$ cat src/async_serial_port_defines.svh
// constants for the asynchronous serial port: widths, counts, reset values
// assumes inclusion by bare name from the package file
`ifndef ASYNC_SERIAL_PORT_DEFINES_SVH
`define ASYNC_SERIAL_PORT_DEFINES_SVH

// ==========================================================
// widths
`define ASP_DATA_W        8
`define ASP_WORD_W        9
`define ASP_SHIFT_W       11
`define ASP_DIV_W         16
`define ASP_BITCNT_W      4
// ==========================================================
// timing counts
`define ASP_OVERSAMPLE    5'd16
`define ASP_PHASE_LAST    4'hf
`define ASP_SAMPLE_A      4'h7
`define ASP_SAMPLE_B      4'h8
`define ASP_SAMPLE_C      4'h9
`define ASP_FRAME_BITS_8  4'ha
`define ASP_FRAME_BITS_9  4'hb
`define ASP_IDLE_TICKS_8  8'ha0
`define ASP_IDLE_TICKS_9  8'hb0
// ==========================================================
// reset values, break pattern and buffer depth
`define ASP_DIV_RESET     16'h0000
`define ASP_SHIFT_IDLE    11'h7ff
`define ASP_SHIFT_BREAK   11'h000
`define ASP_BUF_DEPTH     2

`endif

$ cat src/async_serial_port_spacer.sv
// holds no logic; kept so the file list stays fixed
`timescale 1ns/1ps

$ cat src/async_serial_port_pkg.sv
// types shared by the asynchronous serial port files
// assumes the defines header is on the include path
`include "async_serial_port_defines.svh"

package async_serial_port_pkg;
  typedef logic [`ASP_DATA_W-1:0]  byte_t;
  typedef logic [`ASP_WORD_W-1:0]  word_t;
  typedef logic [`ASP_SHIFT_W-1:0] shift_t;

  typedef enum logic [1:0] {
    TX_IDLE  = 2'b01,
    TX_SHIFT = 2'b10
  } tx_state_t;

  typedef enum logic [2:0] {
    RX_IDLE  = 3'b001,
    RX_FRAME = 3'b010,
    RX_WAIT  = 3'b100
  } rx_state_t;
endpackage

$ cat src/async_serial_skid_buffer.sv
// two-entry buffer with valid/ready on both sides
// assumes one clock and synchronous active-high reset
`timescale 1ns/1ps

module async_serial_skid_buffer (
  // clock and reset
  input  wire logic                        clk,
  input  wire logic                        rst,
  // fill side
  input  wire logic                        in_valid,
  output logic                             in_ready,
  input  wire async_serial_port_pkg::word_t in_data,
  // drain side
  output logic                             out_valid,
  input  wire logic                        out_ready,
  output async_serial_port_pkg::word_t     out_data
);
  import async_serial_port_pkg::*;

  word_t      entry [`ASP_BUF_DEPTH];
  logic       rd_ptr;
  logic       wr_ptr;
  logic [1:0] count;
  logic       push;
  logic       pop;

  assign in_ready  = (count != 2'd2);
  assign out_valid = (count != 2'd0);
  assign out_data  = entry[rd_ptr];
  assign push      = in_valid && in_ready;
  assign pop       = out_valid && out_ready;

  // ==========================================================
  // storage
  always_ff @(posedge clk) begin
    if (push) begin
      entry[wr_ptr] <= in_data;
    end
  end

  // ==========================================================
  // pointers and fill level
  always_ff @(posedge clk) begin
    if (rst) begin
      rd_ptr <= 1'b0;
      wr_ptr <= 1'b0;
      count  <= 2'd0;
    end else begin
      if (push) begin
        wr_ptr <= ~wr_ptr;
      end
      if (pop) begin
        rd_ptr <= ~rd_ptr;
      end
      if (push && !pop) begin
        count <= count + 2'd1;
      end else if (pop && !push) begin
        count <= count - 2'd1;
      end
    end
  end
endmodule // async_serial_skid_buffer

$ cat src/async_serial_port.sv
// full-duplex asynchronous serial port: transmitter, receiver, bit-rate divider
// assumes all control inputs synchronous to clk; data port accesses are pulses
`timescale 1ns/1ps

module async_serial_port (
  // clock and reset
  input  wire logic                         clk,
  input  wire logic                         rst,
  // shared format and rate
  input  wire logic [`ASP_DIV_W-1:0]        baud_div,
  input  wire logic                         nine_bit_mode,
  // transmitter control
  input  wire logic                         tx_enable,
  input  wire logic                         send_break,
  input  wire logic                         tx_ninth_bit,
  // receiver control
  input  wire logic                         rx_enable,
  input  wire logic                         rx_standby_set,
  input  wire logic                         wake_on_address,
  // serial data register
  input  wire logic                         data_write,
  input  wire async_serial_port_pkg::byte_t data_wdata,
  input  wire logic                         data_read,
  output async_serial_port_pkg::byte_t      rx_buffer,
  output logic                              rx_ninth_bit,
  // status
  output logic                              tx_buffer_empty_flag,
  output logic                              tx_complete_flag,
  output logic                              rx_full_flag,
  output logic                              overrun_flag,
  output logic                              noise_flag,
  output logic                              framing_error_flag,
  output logic                              rx_standby,
  // serial lines
  output logic                              txd,
  input  wire logic                         rxd
);
  import async_serial_port_pkg::*;

  // ==========================================================
  // bit-rate divider
  logic [`ASP_DIV_W-1:0]    div_cnt;
  logic                     tick16;
  logic [3:0]               tx_phase;
  logic                     tx_tick;

  always_ff @(posedge clk) begin
    if (rst) begin
      div_cnt <= `ASP_DIV_RESET;
      tick16  <= 1'b0;
    end else if (div_cnt >= baud_div) begin
      div_cnt <= `ASP_DIV_RESET;
      tick16  <= 1'b1;
    end else begin
      div_cnt <= div_cnt + 16'h0001;
      tick16  <= 1'b0;
    end
  end

  // transmit bit rate is one sixteenth of sample rate
  always_ff @(posedge clk) begin
    if (rst) begin
      tx_phase <= 4'h0;
    end else if (tick16) begin
      tx_phase <= tx_phase + 4'h1;
    end
  end
  assign tx_tick = tick16 && (tx_phase == `ASP_PHASE_LAST);

  // ==========================================================
  // transmitter
  tx_state_t                tx_state;
  shift_t                   tx_shift;
  logic [`ASP_BITCNT_W-1:0] tx_bits;
  word_t                    tx_buffer;
  logic                     tx_enable_q;
  logic                     preamble_pending;
  logic                     tx_load_data;
  logic                     tx_load_any;
  logic                     tx_last_bit;
  logic [`ASP_BITCNT_W-1:0] frame_bits;

  // one format control for both directions
  assign frame_bits   = nine_bit_mode ? `ASP_FRAME_BITS_9 : `ASP_FRAME_BITS_8;
  assign tx_last_bit  = (tx_state == TX_SHIFT) && tx_tick && (tx_bits == frame_bits - 4'h1);
  assign tx_load_any  = tx_enable && tx_tick && ((tx_state == TX_IDLE) || tx_last_bit) &&
                        (preamble_pending || send_break || !tx_buffer_empty_flag);
  assign tx_load_data = tx_load_any && !preamble_pending && !send_break;

  always_ff @(posedge clk) begin
    if (rst) begin
      tx_enable_q      <= 1'b0;
      preamble_pending <= 1'b0;
    end else begin
      tx_enable_q <= tx_enable;
      if (tx_enable && !tx_enable_q) begin
        preamble_pending <= 1'b1;
      end else if (tx_load_any) begin
        preamble_pending <= 1'b0;
      end
    end
  end

  always_ff @(posedge clk) begin
    if (rst) begin
      tx_buffer <= '0;
    end else if (data_write) begin
      tx_buffer <= {tx_ninth_bit, data_wdata};
    end
  end

  // buffer-empty set on move, cleared by write
  always_ff @(posedge clk) begin
    if (rst) begin
      tx_buffer_empty_flag <= 1'b1;
    end else if (data_write) begin
      tx_buffer_empty_flag <= 1'b0;
    end else if (tx_load_data) begin
      tx_buffer_empty_flag <= 1'b1;
    end
  end

  always_ff @(posedge clk) begin
    if (rst) begin
      tx_state <= TX_IDLE;
      tx_shift <= `ASP_SHIFT_IDLE;
      tx_bits  <= '0;
    end else if (tx_load_any) begin
      tx_state <= TX_SHIFT;
      tx_bits  <= '0;
      if (preamble_pending) begin
        tx_shift <= `ASP_SHIFT_IDLE;
      end else if (send_break) begin
        tx_shift <= `ASP_SHIFT_BREAK;
      end else if (nine_bit_mode) begin
        tx_shift <= {1'b1, tx_buffer, 1'b0};
      end else begin
        tx_shift <= {2'b11, tx_buffer[`ASP_DATA_W-1:0], 1'b0};
      end
    end else if (tx_last_bit) begin
      tx_state <= TX_IDLE;
      tx_shift <= `ASP_SHIFT_IDLE;
    end else if (tx_state == TX_SHIFT && tx_tick) begin
      tx_shift <= {1'b1, tx_shift[`ASP_SHIFT_W-1:1]};
      tx_bits  <= tx_bits + 4'h1;
    end
  end

  // line idles high whenever nothing shifts
  always_ff @(posedge clk) begin
    if (rst) begin
      txd <= 1'b1;
    end else if (tx_load_any) begin
      txd <= preamble_pending || (!send_break && 1'b0);
    end else if (tx_state == TX_SHIFT && tx_tick && !tx_last_bit) begin
      txd <= tx_shift[1];
    end else if (tx_state == TX_IDLE || tx_last_bit) begin
      txd <= 1'b1;
    end
  end

  // complete when last bit ends with nothing waiting
  always_ff @(posedge clk) begin
    if (rst) begin
      tx_complete_flag <= 1'b1;
    end else if (tx_last_bit && !tx_load_any) begin
      tx_complete_flag <= 1'b1;
    end else if (data_write || tx_load_any || (tx_enable && !tx_enable_q)) begin
      tx_complete_flag <= 1'b0;
    end
  end

  // ==========================================================
  // receiver data recovery
  rx_state_t                rx_state;
  logic                     rxd_q;
  logic [3:0]               rx_phase;
  logic [2:0]               samples;
  logic                     bit_done;
  logic                     bit_val;
  logic                     bit_noisy;
  logic [`ASP_BITCNT_W-1:0] rx_bits;
  word_t                    rx_shift;
  logic [7:0]               idle_cnt;
  logic                     fall;
  logic                     frame_done;
  logic                     frame_ok_stop;
  word_t                    frame_word;
  logic                     frame_addr;
  logic                     buf_in_valid;
  logic                     buf_in_ready;
  logic                     buf_out_valid;
  word_t                    buf_out_data;

  assign fall      = tick16 && rxd_q && !rxd;
  assign bit_done  = tick16 && (rx_phase == `ASP_SAMPLE_C) && (rx_state == RX_FRAME);
  assign bit_val   = (samples[0] & samples[1]) | (samples[0] & rxd) | (samples[1] & rxd);
  assign bit_noisy = !((samples[0] == samples[1]) && (samples[1] == rxd));
  assign frame_done = bit_done && (rx_bits == frame_bits - 4'h1);
  assign frame_ok_stop = bit_val;
  assign frame_word = nine_bit_mode ? rx_shift : {1'b0, rx_shift[`ASP_WORD_W-1:1]};
  assign frame_addr = nine_bit_mode ? rx_shift[`ASP_WORD_W-1] : rx_shift[`ASP_WORD_W-1];

  always_ff @(posedge clk) begin
    if (rst) begin
      rxd_q <= 1'b1;
    end else if (tick16) begin
      rxd_q <= rxd;
    end
  end

  // phase restarts on each falling edge
  always_ff @(posedge clk) begin
    if (rst) begin
      rx_phase <= 4'h0;
    end else if (fall) begin
      rx_phase <= 4'h1;
    end else if (tick16) begin
      rx_phase <= rx_phase + 4'h1;
    end
  end

  // samples at phases seven and eight, third taken live at nine
  always_ff @(posedge clk) begin
    if (rst) begin
      samples <= 3'b111;
    end else if (tick16 && rx_phase == `ASP_SAMPLE_A) begin
      samples[0] <= rxd;
    end else if (tick16 && rx_phase == `ASP_SAMPLE_B) begin
      samples[1] <= rxd;
    end
  end

  always_ff @(posedge clk) begin
    if (rst || !rx_enable) begin
      rx_state <= RX_IDLE;
      rx_bits  <= '0;
      rx_shift <= '0;
    end else begin
      unique case (rx_state)
        RX_IDLE: begin
          if (fall) begin
            rx_state <= RX_FRAME;
            rx_bits  <= '0;
          end
        end
        RX_FRAME: begin
          if (bit_done) begin
            if (rx_bits == 4'h0 && bit_val) begin
              rx_state <= RX_IDLE;
            end else if (frame_done) begin
              rx_state <= bit_val ? RX_IDLE : RX_WAIT;
            end else begin
              rx_bits <= rx_bits + 4'h1;
              if (rx_bits != 4'h0) begin
                rx_shift <= {bit_val, rx_shift[`ASP_WORD_W-1:1]};
              end
            end
          end
        end
        RX_WAIT: begin
          // broken stop bit: hold off until line returns high
          if (tick16 && rxd) begin
            rx_state <= RX_IDLE;
          end
        end
      endcase
    end
  end

  always_ff @(posedge clk) begin
    if (rst) begin
      rx_standby <= 1'b0;
      idle_cnt   <= 8'h00;
    end else begin
      if (!tick16) begin
        idle_cnt <= idle_cnt;
      end else if (!rxd) begin
        idle_cnt <= 8'h00;
      end else if (idle_cnt != 8'hff) begin
        idle_cnt <= idle_cnt + 8'h01;
      end
      if (rx_standby_set) begin
        rx_standby <= 1'b1;
      end else if (rx_standby && !wake_on_address &&
                   idle_cnt == (nine_bit_mode ? `ASP_IDLE_TICKS_9 : `ASP_IDLE_TICKS_8)) begin
        rx_standby <= 1'b0;
      end else if (rx_standby && wake_on_address && frame_done && frame_addr) begin
        rx_standby <= 1'b0;
      end
    end
  end

  // address character that wakes the receiver is delivered too
  assign buf_in_valid = frame_done && (!rx_standby || (wake_on_address && frame_addr));

  // stall by an unread buffer holds words; full buffer is overrun
  async_serial_skid_buffer u_rx_skid (
    .clk       (clk),
    .rst       (rst),
    .in_valid  (buf_in_valid),
    .in_ready  (buf_in_ready),
    .in_data   (nine_bit_mode ? {rx_shift[`ASP_WORD_W-1], rx_shift[`ASP_WORD_W-2:0]} : frame_word),
    .out_valid (buf_out_valid),
    .out_ready (!rx_full_flag),
    .out_data  (buf_out_data)
  );

  // receive buffer and full flag; read clears
  always_ff @(posedge clk) begin
    if (rst) begin
      rx_buffer    <= '0;
      rx_ninth_bit <= 1'b0;
      rx_full_flag <= 1'b0;
    end else if (buf_out_valid && !rx_full_flag) begin
      rx_buffer    <= buf_out_data[`ASP_DATA_W-1:0];
      rx_ninth_bit <= buf_out_data[`ASP_WORD_W-1];
      rx_full_flag <= 1'b1;
    end else if (data_read) begin
      rx_full_flag <= 1'b0;
    end
  end

  // error flags: set wins over read clear
  always_ff @(posedge clk) begin
    if (rst) begin
      overrun_flag       <= 1'b0;
      noise_flag         <= 1'b0;
      framing_error_flag <= 1'b0;
    end else begin
      if (buf_in_valid && !buf_in_ready) begin
        overrun_flag <= 1'b1;
      end else if (data_read) begin
        overrun_flag <= 1'b0;
      end
      if (bit_done && bit_noisy && !rx_standby) begin
        noise_flag <= 1'b1;
      end else if (data_read) begin
        noise_flag <= 1'b0;
      end
      if (frame_done && !frame_ok_stop && !rx_standby) begin
        framing_error_flag <= 1'b1;
      end else if (data_read) begin
        framing_error_flag <= 1'b0;
      end
    end
  end
endmodule // async_serial_port

$ cat config.mk
export PLATFORM = sky130hd
export DESIGN_NAME = async_serial_port
export DESIGN_NICKNAME = d
export VERILOG_FILES = /design/src/async_serial_port_spacer.sv /design/src/async_serial_port_pkg.sv /design/src/async_serial_skid_buffer.sv /design/src/async_serial_port.sv
export VERILOG_INCLUDE_DIRS = /design/src
export SDC_FILE = /design/constraint.sdc
export NUM_CORES = 1
export LEC_CHECK = 0
export ABC_AREA = 1
export BUFFER_PORTS_ARGS = -buffer_cell sky130_fd_sc_hd__buf_2
export CAP_MARGIN = 40
export CORE_UTILIZATION = 60
export DETAILED_ROUTE_END_ITERATION = 7
export PLACE_DENSITY_LB_ADDON = 0.3
export SKIP_LAST_GASP = 1
export SLEW_MARGIN = 25
export SYNTH_ARGS = -nofsm -noshare
export SYNTH_HDL_FRONTEND = slang
export SYNTH_SLANG_ARGS = --single-unit
$ cat constraint.sdc
create_clock -name clk -period 2.3 [get_ports clk]
set_input_delay 0.46 -clock clk [delete_from_list [all_inputs] [get_ports clk]]
set_output_delay 0.46 -clock clk [all_outputs]
set_load 0.01 [all_outputs]
Word-level counts from Yosys, hierarchy flattened:

Memory sizes are Yosys's and may differ from the RTL's. A register that Yosys moved wholly into a read port is not among the register bits.
Cells that the tools add are included.

* add/sub/neg operators: 9
* magnitude comparators: 1
* equality and inequality tests: 23
* muxes and demuxes: 47
* bitwise logic cells: 11
* reduce and logical (&&, ||, !) cells: 86

Operators by type and width (number)
* $mux 11: 5
* $logic_and 1x1->1: 37
* $reduce_bool 2->1: 11
* $mux 1: 21
* $mux 3: 6
* $add 16x1->16 const B: 1
* $add 4x1->4 const B: 4
* $ge 16x16->1: 1
* $logic_not 1->1: 16
* $mux 4: 4
* $mux 8: 2
* $eq 4x4->1 const B: 3
* $ne 2x2->1 const B: 6
* $mux 10: 1
* $reduce_and 5->1: 2
* $mux 9: 1
* $pmux 3 s3: 1
* $reduce_bool 3->1: 3
* $add 8x1->8 const B: 1
* $eq 4x4->1: 2
* $eq 8x8->1: 1
* $mux 2: 4
* $ne 8x8->1 const B: 1
* $pmux 4 s2: 1
* 22 further kinds: 42

* register bits: 92
* RAM bits: 18
* bits of input ports: 36
* output and inout bits: 17
* word-level logic and storage cells: 207
* memories kept: 1

Memories
* u_rx_skid.entry: depth 2, bits a word 9, rd ports 1, clocked after memory_dff 1, write ports 1, RTL line async_serial_skid_buffer.sv:20 `` word_t entry [`ASP_BUF_DEPTH]; ``

Depth between registers and ports, before layout:

* depth in word-level cells: 11
* depth in mapped cells: 12
* depth with buffers taken out: 11

Cells and area by module:

A second synthesis with hierarchy kept.

* cells, all modules: 754
* area, all modules: 5924.4 µm²

Modules (own cells, without submodules)
* async_serial_port: instances 1, cells each 689, area each 5018.6 µm², sequential area each 1921.8 µm²
* async_serial_skid_buffer: instances 1, cells each 65, area each 905.9 µm², sequential area each 640.6 µm²

Least setup slack after synthesis:

No wires, ideal clock.

* path kind: input to register
* from: input nine_bit_mode
* to: memory u_rx_skid.entry[1][0] (netlist bit), enable pin
* setup time: 0.374 ns
* arrival time: 1.610 ns
* required time: 1.926 ns
* path slack: 0.315 ns
* stages: 8
* path buffers: 1
* cell sequence: inv_2 -> buf_4 -> a21oi_1 -> nor2_1 -> o211ai_1 -> nor2_1 -> inv_1 -> nor2_1

* longest elaborated chain between the ends: 8

RTL lines
* from (decl): RTL line async_serial_port.sv:11 `input wire logic nine_bit_mode,`
* $mux 1 (no line)
* $sub 4x1->4: RTL line async_serial_port.sv:199 `assign frame_done = bit_done && (rx_bits == frame_bits - 4'h1);`
* $eq 4x4->1: RTL line async_serial_port.sv:199
* $logic_and 1x1->1: RTL line async_serial_port.sv:199
* $logic_and 1x1->1: RTL line async_serial_port.sv:295 `assign buf_in_valid = frame_done && (!rx_standby || (wake_on_address && frame_addr));`
* $logic_and 1x1->1: RTL line async_serial_skid_buffer.sv:30 `assign push = in_valid && in_ready;`
* via u_rx_skid.push: RTL line async_serial_skid_buffer.sv:24 `logic push;`
* $mux 1: RTL line async_serial_skid_buffer.sv:36 `if (push) begin`
* $mux 1 (implied by the code): RTL line async_serial_skid_buffer.sv:37 `entry[wr_ptr] <= in_data;`
* to (decl): RTL line async_serial_skid_buffer.sv:20

The timed path passes the listed nets, and every way through them passes these cells.

Final worst setup path:

* from: register rx_phase[1]
* to: register u_rx_skid.count[1]

* longest elaborated chain between the ends: 9

RTL lines
* from (decl): RTL line async_serial_port.sv:177 `logic [3:0] rx_phase;`
* from (signal assigned): RTL line async_serial_port.sv:219 `rx_phase <= rx_phase + 4'h1;`
* $eq 4x4->1 (no line) (*)
* $logic_and 1x1->1 (*) (2 in a row): RTL line async_serial_port.sv:196 `` assign bit_done = tick16 && (rx_phase == `ASP_SAMPLE_C) && (rx_state == RX_FRAME); ``
* $logic_and 1x1->1 (*): RTL line async_serial_port.sv:199
* $logic_and 1x1->1 (*): RTL line async_serial_port.sv:295
* $logic_and 1x1->1 (*): RTL line async_serial_skid_buffer.sv:30
* via u_rx_skid.push: RTL line async_serial_skid_buffer.sv:24
* $logic_not 1->1: RTL line async_serial_skid_buffer.sv:57 `end else if (pop && !push) begin`
* $logic_and 1x1->1: RTL line async_serial_skid_buffer.sv:57
* $reduce_bool 2->1 (no line)
* to (signal assigned): RTL line async_serial_skid_buffer.sv:56 `count <= count + 2'd1;`
* to (signal assigned): RTL line async_serial_skid_buffer.sv:58 `count <= count - 2'd1;`
* to (decl): RTL line async_serial_skid_buffer.sv:23 `logic [1:0] count;`

The timed path passes the listed nets; every way through them passes the cells marked *.
A chain may end at the register's enable or synchronous reset.

==> run_results.csv <==
group,metric,value,unit
setup_path,required,2700,ps
synthesis,synth_top_flop_cell,"dfxtp_1",
cells_and_area,utilization,0.733,
power,max-vdd-ir-drop,0.000621,V
synthesis,netlist_instances,797,
cts,cts_sinks,118,
timing,min_period,2300,ps
synthesis,synth-seq-cells,118,
cells_and_area,post-route-cell-area,6870,um^2
cells_and_area,syn2layout_area_growth,16.2,%
cts,cts-root-buf,"clkbuf_8",
synthesis,ys_types,38,
detailed_routing,drt_pass1_iterations,5,
hold_path,hp-class,"in -> reg",
floorplan,die_h,101,um
detailed_routing,wl_per_cell,13.5,um
global_route,track_usage,0.284,
floorplan,num_rows,35,
timing,finalSetupViolations,1,
cells_and_area,final_nets,922,
timing,worst_slew_pin_slew,634,ps
timing,setup_ws,-1.66,ps
floorplan,die_w,101,um
cts,clock_latency,520,ps
synthesis,synth_edf_count,18,
setup_path,worstSetupEndpointType,"flip-flop",
timing,hold_viol,0,
synthesis,yosysWarnings,0,
cts,path_clk_slew,60,ps
timing,slew_violations,0,
detailed_routing,wl,13400,um
cells_and_area,drive_gt1_frac,0.132,
global_route,grt_pass1_vias,5271,
run,max-cap-violations,0,
setup_path,critical_path_peak_fanout,5,
setup_path,critPathKind,"reg -> reg",
power,combPwrFrac,0.120,
place,placed_cell_area,6280,um^2
place,dp_slack,19.7,ps
place,port_buffers,52,
cts,cts_buffers,17,
power,power.leakage,3.21,nW
timing,clock_skew,10.6,ps
floorplan,start_util,0.631,
synthesis,synth.largest_area_cell,"dfxtp_1",
floorplan,die_area,10300,um^2
global_route,antenna_found_initial,0,
floorplan,io_pins,53,
place,hpwl,9130,um
synthesis,synth_top_area_share,0.339,
synthesis,synth_area_leaders,"dfxtp_1 34%, nand2_1 11%, edfxtp_1 9.1%",
power,clkPwrFrac,0.454,
detailed_routing,antenna_left,0,
detailed_routing,route.detailed.drc,0,
synthesis,seq_area_frac_synth,0.430,
cells_and_area,nFillCells,760,
cts,cts_buffer_depth,2,
global_route,grt_pass1_wl,22800,um
synthesis,synth_area,5910,um^2
detailed_routing,drtIter0Drc,313,
synthesis,syn_nets,862,
synthesis,synthArstFlopShare,0,
timing,post-route-period-util,1.00,
outcome,status,"finished with violations",
power,power_switching,1.56,mW
timing,max_freq,0.434,GHz
power,intPower,3.93,mW
power,p_per_area,799,nW/um^2
cts,h-tree-depth,4,
power,power_frac_seq,0.425,
detailed_routing,vias,5386,
cells_and_area,multi_input_area,2770,um^2
cells_and_area,most-common-layout-cells,"166 x nand2_1, 116 x inv_1, 100 x dfxtp_1",
setup_path,startpoint_type,"flip-flop",
power,swShare,0.284,
setup_path,worstPathArrival,2700,ps
global_route,grt-ovfl-total,0,
cells_and_area,diodes,0,
cts,cts_hold_buffers,0,
global_route,grt_max_degree,27,
cells_and_area,regArea,2540,um^2
cts,cts_tree,"yes",
cells_and_area,layout_commonest_cell,"nand2_1",
outcome,violations,"setup timing",
floorplan,coreArea,9370,um^2
place,gp_congestion,0.903,
detailed_routing,via_per_inst,5.39,
timing,max-slew-margin-rel,0.576,
synthesis,avgSynthCellArea,7.42,um^2
cells by family (layout without fill, tap and decap cells):
kind of cell / count (synthesis) / count (layout) / synth area share
AND/OR/NAND/NOR: 343 / 343 / 0.258
buffers and inverters: 149 / 222 / 0.102
AO/OA/AOI/OAI: 139 / 139 / 0.121
flip-flops: 118 / 118 / 0.430
adder cells (fa/ha/maj): 29 / 29 / 0.0614
XOR/XNOR: 19 / 19 / 0.0281
sequential cells by signal, summed over array words and instances (netlist names), 2 cells and up:
signal           flops
u_rx_skid.entry     18
div_cnt             16
tx_shift            10
rx_shift             9
tx_buffer            9
idle_cnt             8
rx_buffer            8
rx_bits              4
rx_phase             4
tx_bits              4
tx_phase             4
rx_state             3
samples              2
tx_state             2
u_rx_skid.count      2
what timing repair did:
item / 4_1_cts / 5_1_grt
setup endpoints to repair: 0 / 14
endpoints found under the hold margin: 0 / 0
buffers inserted: 0 / 3
gates resized for setup: 0 / 1
power groups by stage:
| stage | clock network (mW) | logic (mW) | registers, mW |
|---|---|---|---|
| floorplan | 0 | 0.410 | 2.37 |
| global placement | 0 | 0.618 | 2.37 |
| detailed placement | 0 | 0.644 | 2.37 |
| CTS | 2.51 | 0.654 | 2.33 |
| global route | 2.63 | 0.750 | 2.35 |
| finish | 2.49 | 0.660 | 2.33 |
per-layer routing:
layer / vias to the layer above / GRT usage / part of all wire
li1: 2702 / - / -
met3: 34 / 0.0642 / 0.050
met1: 2479 / 0.315 / 0.42
met5: - / 0 / 0
met4: 0 / 0.145 / 0.027
met2: 171 / 0.509 / 0.50
per-stage QoR:
stage | hold WS [ps] | std cells | TNS, ps | power, mW
after floorplan | 424 | 797 | 0 | 2.78
after global placement | 443 | 964 | 0 | 2.98
after global routing | 182 | 999 | -95.5 | 5.73
final | 172 | 999 | -1.66 | 5.49
after detailed placement | 444 | 964 | 0 | 3.02
after CTS | 163 | 996 | 0 | 5.50
layout make-up:
type / count / share of cell area
Clock inverter: 15 / 0.0211
Tap cell: 129 / 0.0235
Timing Repair Buffer: 67 / 0.0543
Multi-Input combinational cell: 530 / 0.403
Clock buffer: 17 / 0.0603
Sequential cell: 118 / 0.370
Inverter: 123 / 0.0672
final timing paths:
| path | cells past startpoint | start | slack, ps | endpoint |
|---|---|---|---|---|
| worst max-delay path | 11 | rx_phase[1]$_SDFFE_PP0P_ | -2 | u_rx_skid.count[1]$_SDFFE_PP0P_ |
| worst min-delay path | 3 | rx_standby_set | 170 | rx_standby$_SDFFE_PP0P_ |
| worst min register to register | 2 | tx_buffer[5]$_SDFFE_PP0P_ | 450 | tx_buffer[5]$_SDFFE_PP0P_ |
| worst max register to register | 11 | rx_phase[1]$_SDFFE_PP0P_ | -2 | u_rx_skid.count[1]$_SDFFE_PP0P_ |
cell usage after synthesis, types with 2 or more instances:
master / count
nand2_1: 166
inv_1: 116
dfxtp_1: 100
nor2_1: 79
a21oi_1: 69
o21ai_0: 62
nand3_1: 40
ha_1: 29
nand4_1: 20
edfxtp_1: 18
nor3_1: 18
clkbuf_1: 13
xor2_1: 12
xnor2_1: 7
buf_2: 6
clkinv_1: 6
buf_4: 3
buf_6: 3
nand2_2: 3
o211ai_1: 3
nand3_2: 2
nand3_4: 2
nor2_4: 2
nor3b_1: 2
nor4_1: 2
or2_2: 2
critical path, cell delays in order, from the launching register on:
cell and delay [ps]:
dfxtp_1 320, inv_1 120, ha_1 160, nand4_1 180, nor2_4 230, o211ai_1 130
nor2_1 180, ha_1 280, a21oi_1 160, o21ai_0 150, o21ai_0 200, a21oi_1 60
(Power assumes the default switching activity.)
